## src/logic/tsc_pkg.sv

```systemverilog
// Constants and types shared by the sensor configuration and lock logic
package tsc_pkg;

  // ----------------------------------------------------------------
  // Register addresses
  // ----------------------------------------------------------------
  typedef logic [7:0] tsc_addr_t;
  typedef logic [15:0] tsc_word_t;

  localparam tsc_addr_t TSC_ADDR_CFG = 8'h01;
  localparam tsc_addr_t TSC_ADDR_UPPER = 8'h02;
  localparam tsc_addr_t TSC_ADDR_LOWER = 8'h03;
  localparam tsc_addr_t TSC_ADDR_CRIT = 8'h04;
  localparam tsc_addr_t TSC_ADDR_TEMP = 8'h05;

  // ----------------------------------------------------------------
  // Configuration field positions
  // ----------------------------------------------------------------
  localparam int TSC_CFG_HYST_LO = 9;
  localparam int TSC_CFG_HYST_HI = 10;
  localparam int TSC_CFG_SHDN = 8;
  localparam int TSC_CFG_CLOCK = 7;
  localparam int TSC_CFG_WLOCK = 6;
  localparam int TSC_CFG_CLR = 5;
  localparam int TSC_CFG_ESTAT = 4;
  localparam int TSC_CFG_MODE = 0;

  // ----------------------------------------------------------------
  // Temperature register status bits
  // ----------------------------------------------------------------
  localparam int TSC_TEMP_CRIT = 15;
  localparam int TSC_TEMP_ABOVE = 14;
  localparam int TSC_TEMP_BELOW = 13;

  // ----------------------------------------------------------------
  // Hysteresis codes and amounts, LSB = 0.0625 degC
  // ----------------------------------------------------------------
  typedef logic [1:0] tsc_hyst_t;
  typedef logic [13:0] tsc_hamt_t;

  localparam tsc_hyst_t TSC_HYST_OFF = 2'h0;
  localparam tsc_hyst_t TSC_HYST_1P5 = 2'h1;
  localparam tsc_hyst_t TSC_HYST_3P0 = 2'h2;
  localparam tsc_hyst_t TSC_HYST_6P0 = 2'h3;
  localparam tsc_hamt_t TSC_HAMT_0 = 14'h0000;
  localparam tsc_hamt_t TSC_HAMT_1P5 = 14'h0018;
  localparam tsc_hamt_t TSC_HAMT_3P0 = 14'h0030;
  localparam tsc_hamt_t TSC_HAMT_6P0 = 14'h0060;

  localparam tsc_word_t TSC_WORD_ZERO = 16'h0000;

endpackage : tsc_pkg

```

## src/logic/tsc_trip_eval.sv

```systemverilog
// One trip status flag with hysteresis around its threshold
`timescale 1ns/1ps
`default_nettype none

module tsc_trip_eval #(
  parameter int W = 14,
  parameter bit IS_UPPER = 1'b1
) (
  input wire logic clk_sys,
  input wire logic nrst,
  input wire logic sample_valid,
  input wire logic signed [W-1:0] sample,
  input wire logic signed [W-1:0] threshold,
  input wire logic signed [W-1:0] hyst,
  output logic flag_ff
);

  // ----------------------------------------------------------------
  // Flag update
  // ----------------------------------------------------------------
  logic signed [W-1:0] release_pt;
  logic set_cond;
  logic clr_cond;

  // Hysteresis delays the release of an upper trip and the setting of a lower trip
  assign release_pt = threshold - hyst;
  assign set_cond = IS_UPPER ? (sample > threshold) : (sample < release_pt);
  assign clr_cond = IS_UPPER ? (sample <= release_pt) : (sample >= threshold);

  always_ff @(posedge clk_sys or negedge nrst) begin
    if (!nrst) begin
      flag_ff <= 1'b0;
    end else if (sample_valid) begin
      if (set_cond) begin
        flag_ff <= 1'b1;
      end else if (clr_cond) begin
        flag_ff <= 1'b0;
      end
    end
  end
endmodule : tsc_trip_eval

`default_nettype wire

```

## src/logic/tsc_config_lock.sv

```systemverilog
// Configuration, lock and event logic of the thermal sensor
`timescale 1ns/1ps
`default_nettype none

// Summary of operation
// - Two-bit field selects hysteresis: off, 1.5, 3 or 6 degrees; resets off.
// - Selected hysteresis applies around every trip threshold for status flags.
// - Above-window flag sets when temperature exceeds the upper boundary.
// - Above-window flag holds until temperature drops to upper minus hysteresis.
// - Below-window flag clears when temperature is at or above lower boundary.
// - Event output follows the same hysteresis as the status flags.
// - Shutdown bit: 0 sensor enabled (reset), 1 sensor disabled.
// - While shut down, no conversion and no temperature events.
// - Setting shutdown ignored while any lock is set; clearing always allowed.
// - Critical lock set refuses changes to the critical trip register.
// - Critical lock sticks at 1 until power-on reset.
// - One ordinary write sets a lock bit.
// - Window lock set refuses changes to upper and lower boundaries.
// - Window lock resets to 0 and sticks at 1 until power-on reset.
// - Writing 1 to clear bit drops a latched event in interrupt mode.
// - In comparator mode the clear bit is ignored.
module tsc_config_lock
  import tsc_pkg::*;
#(
  parameter int TEMP_W = 13
) (
  input wire logic clk_sys,
  input wire logic nrst,
  input wire logic reg_wr_en,
  input wire logic reg_rd_en,
  input wire tsc_pkg::tsc_addr_t reg_addr,
  input wire tsc_pkg::tsc_word_t reg_wdata,
  output tsc_pkg::tsc_word_t reg_rdata_ff,
  input wire logic sample_valid,
  input wire logic [TEMP_W-1:0] sample_temp,
  output logic sensor_enable_ff,
  output logic event_out_ff,
  output logic above_window_ff,
  output logic below_window_ff,
  output logic crit_trip_ff
);
  import tsc_pkg::*;

  // ----------------------------------------------------------------
  // Elaboration checks
  // ----------------------------------------------------------------
  // Status bits occupy the top three bits; widest hysteresis must fit the signed compare
  if (TEMP_W < 7 || TEMP_W > TSC_TEMP_BELOW) begin : g_bad_width
    $error("TEMP_W out of range");
  end

  localparam int EW = TEMP_W + 1;

  // ----------------------------------------------------------------
  // Helpers
  // ----------------------------------------------------------------
  function automatic tsc_hamt_t hyst_amount(input tsc_hyst_t sel);
    case (sel)
      TSC_HYST_OFF: hyst_amount = TSC_HAMT_0;
      TSC_HYST_1P5: hyst_amount = TSC_HAMT_1P5;
      TSC_HYST_3P0: hyst_amount = TSC_HAMT_3P0;
      TSC_HYST_6P0: hyst_amount = TSC_HAMT_6P0;
      default: hyst_amount = TSC_HAMT_0;
    endcase
  endfunction : hyst_amount

  function automatic logic signed [EW-1:0] sext(input logic [TEMP_W-1:0] v);
    sext = {v[TEMP_W-1], v};
  endfunction : sext

  // ----------------------------------------------------------------
  // Decode
  // ----------------------------------------------------------------
  logic cfg_wr;
  logic upper_wr;
  logic lower_wr;
  logic crit_wr;
  logic any_lock;
  logic sample_upd;

  tsc_hyst_t hyst_sel_ff;
  logic shutdown_ff;
  logic crit_lock_ff;
  logic window_lock_ff;
  logic event_mode_ff;
  logic [TEMP_W-1:0] upper_ff;
  logic [TEMP_W-1:0] lower_ff;
  logic [TEMP_W-1:0] crit_ff;
  logic [TEMP_W-1:0] temp_ff;
  logic alert_latch_ff;
  logic prev_any_ff;
  logic any_flag;
  logic flag_rise;
  logic clr_evt;
  logic nxt_alert_latch;

  assign cfg_wr = reg_wr_en && (reg_addr == TSC_ADDR_CFG);
  assign upper_wr = reg_wr_en && (reg_addr == TSC_ADDR_UPPER);
  assign lower_wr = reg_wr_en && (reg_addr == TSC_ADDR_LOWER);
  assign crit_wr = reg_wr_en && (reg_addr == TSC_ADDR_CRIT);
  assign any_lock = crit_lock_ff || window_lock_ff;
  assign sample_upd = sample_valid && !shutdown_ff;

  // ----------------------------------------------------------------
  // Configuration fields
  // ----------------------------------------------------------------
  always_ff @(posedge clk_sys or negedge nrst) begin
    if (!nrst) begin
      hyst_sel_ff <= TSC_HYST_OFF;
    end else if (cfg_wr) begin
      hyst_sel_ff <= reg_wdata[TSC_CFG_HYST_HI:TSC_CFG_HYST_LO];
    end
  end

  always_ff @(posedge clk_sys or negedge nrst) begin
    if (!nrst) begin
      shutdown_ff <= 1'b0;
    end else if (cfg_wr) begin
      if (!reg_wdata[TSC_CFG_SHDN]) begin
        shutdown_ff <= 1'b0;
      end else if (!any_lock) begin
        shutdown_ff <= 1'b1;
      end
    end
  end

  // Locks only ever set; nrst stands in for the internal power-on reset
  always_ff @(posedge clk_sys or negedge nrst) begin
    if (!nrst) begin
      crit_lock_ff <= 1'b0;
      window_lock_ff <= 1'b0;
    end else if (cfg_wr) begin
      if (reg_wdata[TSC_CFG_CLOCK]) begin
        crit_lock_ff <= 1'b1;
      end
      if (reg_wdata[TSC_CFG_WLOCK]) begin
        window_lock_ff <= 1'b1;
      end
    end
  end

  always_ff @(posedge clk_sys or negedge nrst) begin
    if (!nrst) begin
      event_mode_ff <= 1'b0;
    end else if (cfg_wr && !any_lock) begin
      event_mode_ff <= reg_wdata[TSC_CFG_MODE];
    end
  end

  // ----------------------------------------------------------------
  // Trip registers
  // ----------------------------------------------------------------
  // Locked writes vanish without any bus error
  always_ff @(posedge clk_sys or negedge nrst) begin
    if (!nrst) begin
      upper_ff <= '0;
      lower_ff <= '0;
    end else begin
      if (upper_wr && !window_lock_ff) begin
        upper_ff <= reg_wdata[TEMP_W-1:0];
      end
      if (lower_wr && !window_lock_ff) begin
        lower_ff <= reg_wdata[TEMP_W-1:0];
      end
    end
  end

  always_ff @(posedge clk_sys or negedge nrst) begin
    if (!nrst) begin
      crit_ff <= '0;
    end else if (crit_wr && !crit_lock_ff) begin
      crit_ff <= reg_wdata[TEMP_W-1:0];
    end
  end

  always_ff @(posedge clk_sys or negedge nrst) begin
    if (!nrst) begin
      temp_ff <= '0;
    end else if (sample_upd) begin
      temp_ff <= sample_temp;
    end
  end

  always_ff @(posedge clk_sys or negedge nrst) begin
    if (!nrst) begin
      sensor_enable_ff <= 1'b0;
    end else begin
      sensor_enable_ff <= !shutdown_ff;
    end
  end

  // ----------------------------------------------------------------
  // Trip flags
  // ----------------------------------------------------------------
  logic signed [EW-1:0] hyst_ext;

  assign hyst_ext = EW'(hyst_amount(hyst_sel_ff));

  tsc_trip_eval #(.W(EW), .IS_UPPER(1'b1)) u_above (
    .clk_sys(clk_sys),
    .nrst(nrst),
    .sample_valid(sample_upd),
    .sample(sext(sample_temp)),
    .threshold(sext(upper_ff)),
    .hyst(hyst_ext),
    .flag_ff(above_window_ff)
  );

  tsc_trip_eval #(.W(EW), .IS_UPPER(1'b0)) u_below (
    .clk_sys(clk_sys),
    .nrst(nrst),
    .sample_valid(sample_upd),
    .sample(sext(sample_temp)),
    .threshold(sext(lower_ff)),
    .hyst(hyst_ext),
    .flag_ff(below_window_ff)
  );

  tsc_trip_eval #(.W(EW), .IS_UPPER(1'b1)) u_crit (
    .clk_sys(clk_sys),
    .nrst(nrst),
    .sample_valid(sample_upd),
    .sample(sext(sample_temp)),
    .threshold(sext(crit_ff)),
    .hyst(hyst_ext),
    .flag_ff(crit_trip_ff)
  );

  // ----------------------------------------------------------------
  // Event output
  // ----------------------------------------------------------------
  // Latch arms on a new trip only, so a cleared event stays clear while held
  assign any_flag = above_window_ff || below_window_ff || crit_trip_ff;
  assign flag_rise = any_flag && !prev_any_ff && !shutdown_ff;
  assign clr_evt = cfg_wr && reg_wdata[TSC_CFG_CLR] && event_mode_ff;
  assign nxt_alert_latch = (flag_rise && event_mode_ff) || (alert_latch_ff && !clr_evt);

  always_ff @(posedge clk_sys or negedge nrst) begin
    if (!nrst) begin
      prev_any_ff <= 1'b0;
      alert_latch_ff <= 1'b0;
    end else begin
      prev_any_ff <= any_flag;
      alert_latch_ff <= nxt_alert_latch;
    end
  end

  always_ff @(posedge clk_sys or negedge nrst) begin
    if (!nrst) begin
      event_out_ff <= 1'b0;
    end else begin
      event_out_ff <= !shutdown_ff && (event_mode_ff ? alert_latch_ff : any_flag);
    end
  end

  // ----------------------------------------------------------------
  // Read data
  // ----------------------------------------------------------------
  tsc_word_t rd_word;

  always_comb begin
    rd_word = TSC_WORD_ZERO;
    case (reg_addr)
      TSC_ADDR_CFG: begin
        rd_word[TSC_CFG_HYST_HI:TSC_CFG_HYST_LO] = hyst_sel_ff;
        rd_word[TSC_CFG_SHDN] = shutdown_ff;
        rd_word[TSC_CFG_CLOCK] = crit_lock_ff;
        rd_word[TSC_CFG_WLOCK] = window_lock_ff;
        rd_word[TSC_CFG_ESTAT] = event_out_ff;
        rd_word[TSC_CFG_MODE] = event_mode_ff;
      end
      TSC_ADDR_UPPER: rd_word[TEMP_W-1:0] = upper_ff;
      TSC_ADDR_LOWER: rd_word[TEMP_W-1:0] = lower_ff;
      TSC_ADDR_CRIT: rd_word[TEMP_W-1:0] = crit_ff;
      TSC_ADDR_TEMP: begin
        rd_word[TEMP_W-1:0] = temp_ff;
        rd_word[TSC_TEMP_CRIT] = crit_trip_ff;
        rd_word[TSC_TEMP_ABOVE] = above_window_ff;
        rd_word[TSC_TEMP_BELOW] = below_window_ff;
      end
      default: rd_word = TSC_WORD_ZERO;
    endcase
  end

  always_ff @(posedge clk_sys or negedge nrst) begin
    if (!nrst) begin
      reg_rdata_ff <= TSC_WORD_ZERO;
    end else if (reg_rd_en) begin
      reg_rdata_ff <= rd_word;
    end
  end
endmodule : tsc_config_lock

`default_nettype wire

```

## config.mk

```make
export PLATFORM = sky130hd
export DESIGN_NAME = tsc_config_lock
export DESIGN_NICKNAME = d
export VERILOG_FILES = /design/src/logic/tsc_pkg.sv /design/src/logic/tsc_trip_eval.sv /design/src/logic/tsc_config_lock.sv
export SDC_FILE = /design/constraint.sdc
export NUM_CORES = 1
export LEC_CHECK = 0
export BUFFER_PORTS_ARGS = -buffer_cell sky130_fd_sc_hd__buf_2
export CAP_MARGIN = 20
export CORE_MARGIN = 4
export CORE_UTILIZATION = 54
export CTS_CLUSTER_DIAMETER = 120
export DETAILED_ROUTE_END_ITERATION = 8
export PLACE_DENSITY = 0.85
export SYNTH_ARGS = -nofsm -noshare
export SYNTH_HDL_FRONTEND = slang
export SYNTH_SLANG_ARGS = --single-unit
```

## constraint.sdc

```tcl
create_clock -name clk_sys -period 2.9 [get_ports clk_sys]
set_input_delay 0.435 -clock clk_sys [delete_from_list [all_inputs] [get_ports clk_sys]]
set_output_delay 0.435 -clock clk_sys [all_outputs]
set_load 0.02 [all_outputs]
```

==> flow_results.org, run 1 <==
** Finish
- Filler Cells Inserted :: 792
- Synth-to-Final Area Change :: 22.7%
- 0 antenna diodes ended up in the layout.
- The post-route netlist has roughly 30% of its cells at a drive strength greater than 1.
- For this run, the post-layout net count is between 800 and 900.

** Timing
- Worst Skew :: roughly 0.017 ns
- At the pin with the least slew margin, the transition time is approximately 0.74 ns.
- Final critical-path share of the clock period :: 116%
- Measured against its own limit, the worst slew margin works out to between 40% and 50%.
- Fin. Hold Viols :: 0
- Peak clock frequency supported by timing :: 296 MHz
- Max Transition Viols Final :: 0
- Setup repair after global routing could not meet its margin everywhere.
- In the post-route analysis, the smallest setup slack over all paths is -0.476 ns.
- Number of failing setup endpoints in the final timing report :: 3
- Fin crit period :: between 3 and 4 ns

** Placed design
- Prior to clock tree synthesis, the placed netlist has a worst setup slack of -0.401 ns.
- The congestion estimate from routability-driven global placement came to between 1 and 1.5.
- Port buffer count :: between 50 and 60
- Summed over all nets, the half-perimeter wirelength after detailed placement is ~13000 um.

** Synth
- Yosys warning count :: 0
- Seq/Total Area, Yosys :: about a third
- Flop and latch count out of synthesis :: 81
- The commonest cells after synthesis are ha_1, dfrtp_1, nand2_1, inv_1, a21oi_1.
- For this run, the leading register cell type out of synthesis is dfrtp_1.
- Count of flip-flops with a built-in enable after synthesis :: 0
- Leading area contributor after synthesis :: dfrtp_1
- After synthesis, the cell types taking the most area are dfrtp_1, ha_1, mux2_4, nand2_1, inv_1.
- The synthesized design devotes to its leading area cell type ~34% of total area.
- Post-synthesis async set-or-reset flop share :: 100%
- In this run, distinct cell masters in the synthesized netlist total just over 60.
- After technology mapping, the gate count stands at slightly above 600.
- Area of the mapped netlist :: about 6000 um^2
- A synthesized cell averages between 9 and 10 um^2.
- Number of nets in the synthesized netlist :: about 750
- Yosys instantiated no cell more often than ha_1.

** Setup path
- Along the worst path, the maximum fanout reaches 4.
- The worst register-to-register path ends at u_below.flag_ff$_DFFE_PN0P_.
- The setup check on the worst reg-to-reg path leaves a slack of -0.48 ns.
- Critical Path AT :: approximately 3.6 ns
- Startpoint-to-endpoint class of the critical path :: reg2reg
- At the worst endpoint, the required time is approximately 3.2 ns.
- In this run the critical register-to-register path is launched from hyst_sel_ff[0]$_DFFE_PN0P_.
- STA classifies the critical path endpoint as a register.
- Worst R2R Path Depth :: 14
- The worst setup path is launched from a register.

** Job
- Max-cap violations :: 0

** Die
- Die height :: 113 um
- Horizontal extent of the die :: around 110 um
- The floorplan step defined a core boundary enclosing approximately 11000 um^2.
- The die covers ~13000 um^2.
- Row count :: 38
- Number of primary I/O pins :: between 60 and 70
- Starting Density :: 55.1%

** Clocking
- Buffers inserted during clock tree synthesis total 9.
- The clock passes through at most 2 buffers.
- Clock-pin slew was measured on the worst setup and hold paths at roughly 0.09 ns.
- Root Buffer :: clkbuf_8
- Clock latency on the worst-skew pair, taken at its later pin, is around 0.4 ns.
- TritonCTS clock tree :: yes
- Htree depth :: 3
- CTS saw 81 sinks.

** Route
- Number of detailed-route iterations in the first pass :: 5
- Remaining number of nets flagged by the antenna check after routing :: 0
- Total wire length after detailed routing :: approximately 18000 um
- After detailed routing, the number of remaining DRC violations is 0.
- Number of DRC violations after detailed-routing iteration 0 :: between 400 and 500
- Vias per std cell :: slightly above 6
- After detailed routing, the average wire length per cell comes to 20.7 um.
- Total via count after detailed routing :: about 5.5k

** GRT
- Entering global routing, the biggest net connects 82 pins.
- Antenna violations before repair :: 0
- Global routing used between 20% and 30% of the available tracks.
- First-pass GRT wire length :: about 29000 um
- Via count of the first global-routing pass :: between 5k and 6k
- Summed over all layers, the global routing overflow is 0.

** Outcome
- Violations in the final reports :: setup timing
- Result of the run :: finished, violations left

** Power and ir drop
- Overall power consumption after layout is estimated at around 3400 uW.
- In this run the static leakage power is around 0.0036 uW.
- IR analysis of the VDD net gives a maximum drop of about 0.00043 V.
- Pwr per Cell Area :: about 460 nW/um^2

** Worst hold path
- The tightest min-delay check is of the in2async type.
==> power by group <==
| group | switching, uW | internal, uW |
|---|---|---|
| logic | 600 | 538 |
| registers | 102 | 1210 |
| clock network | 455 | 449 |
| total | 1160 | 2200 |
==> flip-flops by register name, summed over array words and instances, names as in the netlist, 2 cells and up <==
name,count
crit_ff,13
lower_ff,13
upper_ff,13
temp_ff,13
reg_rdata_ff,16
hyst_sel_ff,2
==> how the worst max path moves through the flow <==
stage                                from                     endpoint  cells past startpoint
2_1_floorplan  hyst_sel_ff[1]$_DFFE_PN0P_  u_below.flag_ff$_DFFE_PN0P_                     16
3_3_place_gp   hyst_sel_ff[0]$_DFFE_PN0P_  u_below.flag_ff$_DFFE_PN0P_                     13
3_5_place_dp   hyst_sel_ff[0]$_DFFE_PN0P_  u_below.flag_ff$_DFFE_PN0P_                     13
4_1_cts        hyst_sel_ff[1]$_DFFE_PN0P_  u_below.flag_ff$_DFFE_PN0P_                     17
5_1_grt        hyst_sel_ff[1]$_DFFE_PN0P_  u_below.flag_ff$_DFFE_PN0P_                     15
6_report       hyst_sel_ff[0]$_DFFE_PN0P_  u_below.flag_ff$_DFFE_PN0P_                     14
==> routing by layer <==
metal / track usage [%] / up-vias / wire length (um)
met5: 0 / - / 0
met4: 15.9 / 0 / 933
met3: 6.58 / 72 / 1350
met2: 47.2 / 259 / 8700
met1: 35.4 / 2630 / 7300
li1: - / 2489 / -
==> layout by cell type, fill, tap and decap left out, types with 4 or more instances in the layout <==
| cell type | instances |
|---|---|
| nand2_1 | 69 |
| nand3_2 | 5 |
| nand4_1 | 15 |
| nor3_1 | 4 |
| ha_1 | 80 |
| buf_4 | 68 |
| o2bb2ai_1 | 6 |
| a221oi_1 | 13 |
| dfrtp_1 | 81 |
| a21o_1 | 7 |
| inv_1 | 50 |
| nand2b_1 | 7 |
| nor3_4 | 4 |
| mux2i_1 | 6 |
| o211ai_1 | 5 |
| a211oi_1 | 4 |
| o21ai_0 | 17 |
| xnor2_1 | 20 |
| o21ai_2 | 4 |
| nor2b_1 | 5 |
| nor2_1 | 33 |
| nand3_1 | 17 |
| mux2_2 | 9 |
| mux2_4 | 20 |
| a21oi_1 | 36 |
| ha_4 | 6 |
| a22o_1 | 6 |
| buf_2 | 58 |
| clkbuf_8 | 11 |
| a222oi_1 | 5 |
==> cell families after synthesis <==
family	after synthesis	synth area share [%]
muxes	36	7.92
buffers and inverters	69	4.75
AOI/OAI and AO/OA	134	15.5
xor gates and xnor gates	22	3.23
adders and majority gates	89	19.0
DFF	81	33.9
and+or+nand+nor	186	15.7
==> critical path, stage by stage, from the launching register on <==
cell and delay (ns):
dfrtp_1 0.43, ha_4 0.33, ha_4 0.20, a21o_1 0.17, a21o_1 0.23, a211oi_4 0.33
nand2_1 0.12, xnor2_1 0.15, ha_1 0.30, nand4_1 0.13, buf_4 0.18, a2111oi_4 0.30
nor4_2 0.09, mux2i_1 0.17, o211ai_1 0.11
==> area by class of cell <==
class / count / area (um^2) / area share (%)
multi-input cells: 467 / 3890 / 53.1
flip-flops and latches: 81 / 2030 / 27.7
repair buffers: 127 / 821 / 11.2
inverters: 53 / 201 / 2.75
well taps: 140 / 175 / 2.39
clock buffers: 11 / 151 / 2.07
clock inverters: 5 / 61.3 / 0.837
==> repair_timing <==
| action | CTS | global route |
|---|---|---|
| hold buffers | 0 | 0 |
| resized for setup | 23 | 19 |
| pin swaps | 35 | 35 |
| setup endpoints to repair | 3 | 3 |
| buffers inserted | 9 | 6 |
==> per-stage QoR <==
| stage | std cells | util, % | cell area (um^2) | setup TNS [ns] | hold WS, ns |
|---|---|---|---|---|---|
| global placement | 851 | 62.6 | 6780 | -0.569 | 0.458 |
| global route | 884 | 67.6 | 7330 | -1.56 | 0.0641 |
| floorplan | 617 | - | 6010 | -0.0908 | 0.139 |
| detailed placement | 852 | 62.6 | 6790 | -0.894 | 0.464 |
| CTS | 877 | 65.9 | 7150 | -0.621 | 0.254 |
| finish | 884 | 67.6 | 7330 | -1.11 | 0.0326 |
No activity file was read; power rests on OpenSTA's default activity.
==> run 2: changes to the inputs <==
Settings changed: CORE_UTILIZATION 54 to 35, PLACE_DENSITY 0.85 to 0.62.
==> run 2 against run 1 <==
The run still ends with setup timing left. Critical path depth increased by 4. Wire length is 2.9% lower. Die area grew 50%. Critical endpoint is now u_above.flag_ff$_DFFE_PN0P_. Largest power group is now clock.
==> flow_results.org, run 2 (synthesized netlist as in run 1, its figures left out) <==
** Clocking
- The clock buffer count from CTS was 9 (unchanged).
- Clock edge transition at the registers on the reported setup and hold paths :: 0.07 ns (-0.02 ns)
- Insertion delay of the later-clocked pin in the worst-skew pair :: 0.35 ns (-0.04 ns)
- The number of clock sinks seen by CTS is 81 (unchanged).
- The buffer depth of the longest clock path was 2 (unchanged).
- The tree is rooted in a clkbuf_16.
- TritonCTS clock tree :: yes
- The cts-stage hold buffer count is 0 (unchanged).
- Htree depth :: 3 (unchanged)

** Finish
- Largest register by flop count :: reg_rdata_ff
- Relative to the synthesized area, the layout overhead comes to 24.5%.
- Leading cell types in the layout, fill and taps excluded :: ha_1, dfrtp_1, nand2_1, buf_4, buf_2
- The total inserted antenna cells is 0 (unchanged).
- The number of flip-flops in the largest register is 16 (unchanged).
- Total non-filler cell area in the finished layout :: 7440 um^2 (+1.5%)
- Net total in the final layout :: 862 (-0.92%)
- The fraction of layout instances using a drive strength above 1 came to 28.1% (-2.1 points).
- Final std cells w/o fill :: 956 (+8.1%)
- Leaving out fill and tap cells, the most frequent cell in the layout is ha_1.

** Die
- Row count :: 47 (+24%)
- The vertical die dimension is 139 um (+23%).
- Horizontal extent of the die :: 139 um (+23%)
- The area of the placeable core was 16600 um^2 (+54%).
- The area of the die was 19200 um^2 (+50%).
- The starting density of the core was 35.9% (-19 points).
- Number of primary I/O pins :: 63 (unchanged)

** Power and ir drop
- Worst voltage drop across the vdd grid :: 0.000295 V (-32%)
- The leakage dissipation is 0.00358 uW (+0.72%).
- Pwr per Cell Area :: 515 nW/um^2 (+12%)

** Route
- The number of antenna-violating nets in the routed design came to 0 (unchanged).
- The initial detailed-routing violation count was 366 (-25%).
- Total wire length after detailed routing :: 17800 um (-2.9%)
- The number of detailed-routing iterations run before antenna repair was 5 (unchanged).
- The detailed-route via count came to 5027 (-7.8%).
- The via density per instance is 5.26 (-15%).
- # DRC :: 0 (unchanged)
- The average wire per standard cell was 18.6 um (-10%).

** Timing
- Max Transition Viols Final :: 0 (unchanged)
- Setup repair after global routing could not meet its margin everywhere.
- Worst Skew :: 0.0108 ns (-0.00610 ns)
- The shortest clock period the worst path allows after layout was 3.13 ns (-0.244 ns).
- Fin. Hold Viols :: 0 (unchanged)
- The final critical-path share of the clock period was 108% (-8.4 points).
- The worst hold-check slack came to 0.116 ns (+0.0836 ns).
- The least setup slack across all paths after layout was -0.232 ns (+0.244 ns).
- Peak clock frequency supported by timing :: 319 MHz (+7.8%)
- Number of failing setup endpoints in the final timing report :: 3 (unchanged)
- The worst slew margin relative to its limit is 47.0% (-2.9 points).
- Worst-margin pin slew :: 0.784 ns (+0.0424 ns)

** GRT
- The total track usage is 18.4% (-10 points).
- The global routing usage on met2 was 30.2% (-17 points).
- First-pass GRT wire length :: 28100 um (-2.2%)
- The pin count of the biggest net entering global routing was 82 (unchanged).
- The leftover overflow at the end of global routing was 0 (unchanged).
- The initial antenna violation count is 0 (unchanged).
- The met1 global-route usage came to 26.3% (-9.1 points).
- The global routing stage identified its most utilized layer as met2.
- The met3 track utilization from global routing came to 2.90% (-3.7 points).
- Via count of the first global-routing pass :: 5017 (-11%)

** Setup path
- STA classifies the critical path startpoint as a register.
- The count of buffering cells on the critical path with inverters included is 3 (+2).
- The slowest stage of the critical path is the dfrtp_1 cell.
- The depth of the most critical reg-to-reg path came to 18 (+4).
- The instance count on the critical path is 18 (+4).
- Ordered cell list for the critical path :: ha_4, buf_6, ha_4, nor2b_4, o21ai_2, nand2b_1, a21boi_1, buf_4, nand3_2, xnor2_2, ha_1, buf_6, a21oi_2, nand2_1, a21oi_2, o211ai_1, a2bb2oi_1, nand3_1
- Top Family by Delay on Critical Path :: compound AO/OA/AOI/OAI gates
- Startpoint-to-endpoint class of the critical path :: reg2reg
- The arrival time of data at the critical path endpoint is 3.42 ns (-0.22 ns).
- STA classifies the critical path endpoint as a register.
- Worst setup slack for register-to-register paths :: -0.23 ns (+0.24 ns)
- The largest fanout on the critical path came to 5 (+1).
- The stage delay of the slowest cell on the critical path came to 0.40 ns (-0.03 ns).
- The worst endpoint required time is 3.18 ns (+0.02 ns).

** Outcome
- Result of the run :: finished, violations left
- Violations in the final reports :: setup timing

** Placed design
- Inst Count DP :: 930 (+9.2%)
- The total cell area at the placement stage is 6890 um^2 (+1.4%).
- Port buffer count :: 59 (unchanged)
- Final Wtd Congestion :: 0.929 (-7.6%)
- Final HPWL from detailed placement :: 13400 um (+1.4%)

** Worst hold path
- In this run the worst hold path is classified as in2async.

** Job
- Max-cap violations :: 0 (unchanged)
run 2: stage by stage:
stage,setup slack (ns),power [uW],util (%),TNS (ns)
global placement,-0.268,2320,41.4,-0.670
detailed placement,-0.352,2330,41.4,-0.818
finish,-0.232,3830,44.7,-0.604
CTS,-0.216,3800,44.3,-0.613
floorplan,-0.0908,1930,-,-0.0908
global route,-0.474,4050,44.7,-1.30
run 2: final timing paths:
kind                                            start                     endpoint
max reg2reg                hyst_sel_ff[0]$_DFFE_PN0P_  u_above.flag_ff$_DFFE_PN0P_
min reg2reg                    temp_ff[8]$_DFFE_PN0P_       temp_ff[8]$_DFFE_PN0P_
min in group clk_sys                     reg_wdata[2]      lower_ff[2]$_DFFE_PN0P_
min                                              nrst  reg_rdata_ff[2]$_DFFE_PN0P_
max in group asynchronous                        nrst      crit_ff[11]$_DFFE_PN0P_
max                        hyst_sel_ff[0]$_DFFE_PN0P_  u_above.flag_ff$_DFFE_PN0P_
run 2: worst reg2reg max path, delay by kind of cell (launching register included):
family	cells	cell delay, ns
xor+xnor	1	0.16
flops	1	0.40
simple gates	5	0.49
compound gates	6	0.83
fa+ha+maj	3	0.82
buf+inv	3	0.40
run 2: report_power, final:
group	switching (uW)	internal (uW)	total (uW)
Sequential	101	1210	1310
Combinational	575	521	1100
Clock	490	930	1420
run 2: metal layers:
metal | up-vias | routed length, um
li1 | 2467 | -
met1 | 2408 | 8390
met2 | 136 | 8380
met3 | 16 | 820
met4 | 0 | 160
met5 | - | 0
run 2: repair_timing:
action                                  CTS  global route
endpoints found under the setup margin    3             3
setup buffers                             8             2
pin swaps                                35            18
resized for setup                        17            11
run 2: final cells by class:
type | count | area (um^2)
Timing Repair Buffer | 119 | 768
Sequential cell | 81 | 2030
Clock buffer | 9 | 225
Tap cell | 220 | 275
Multi-Input combinational cell | 467 | 3800
Fill cell | 1616 | 9200
Clock inverter | 7 | 141
Inverter | 53 | 199
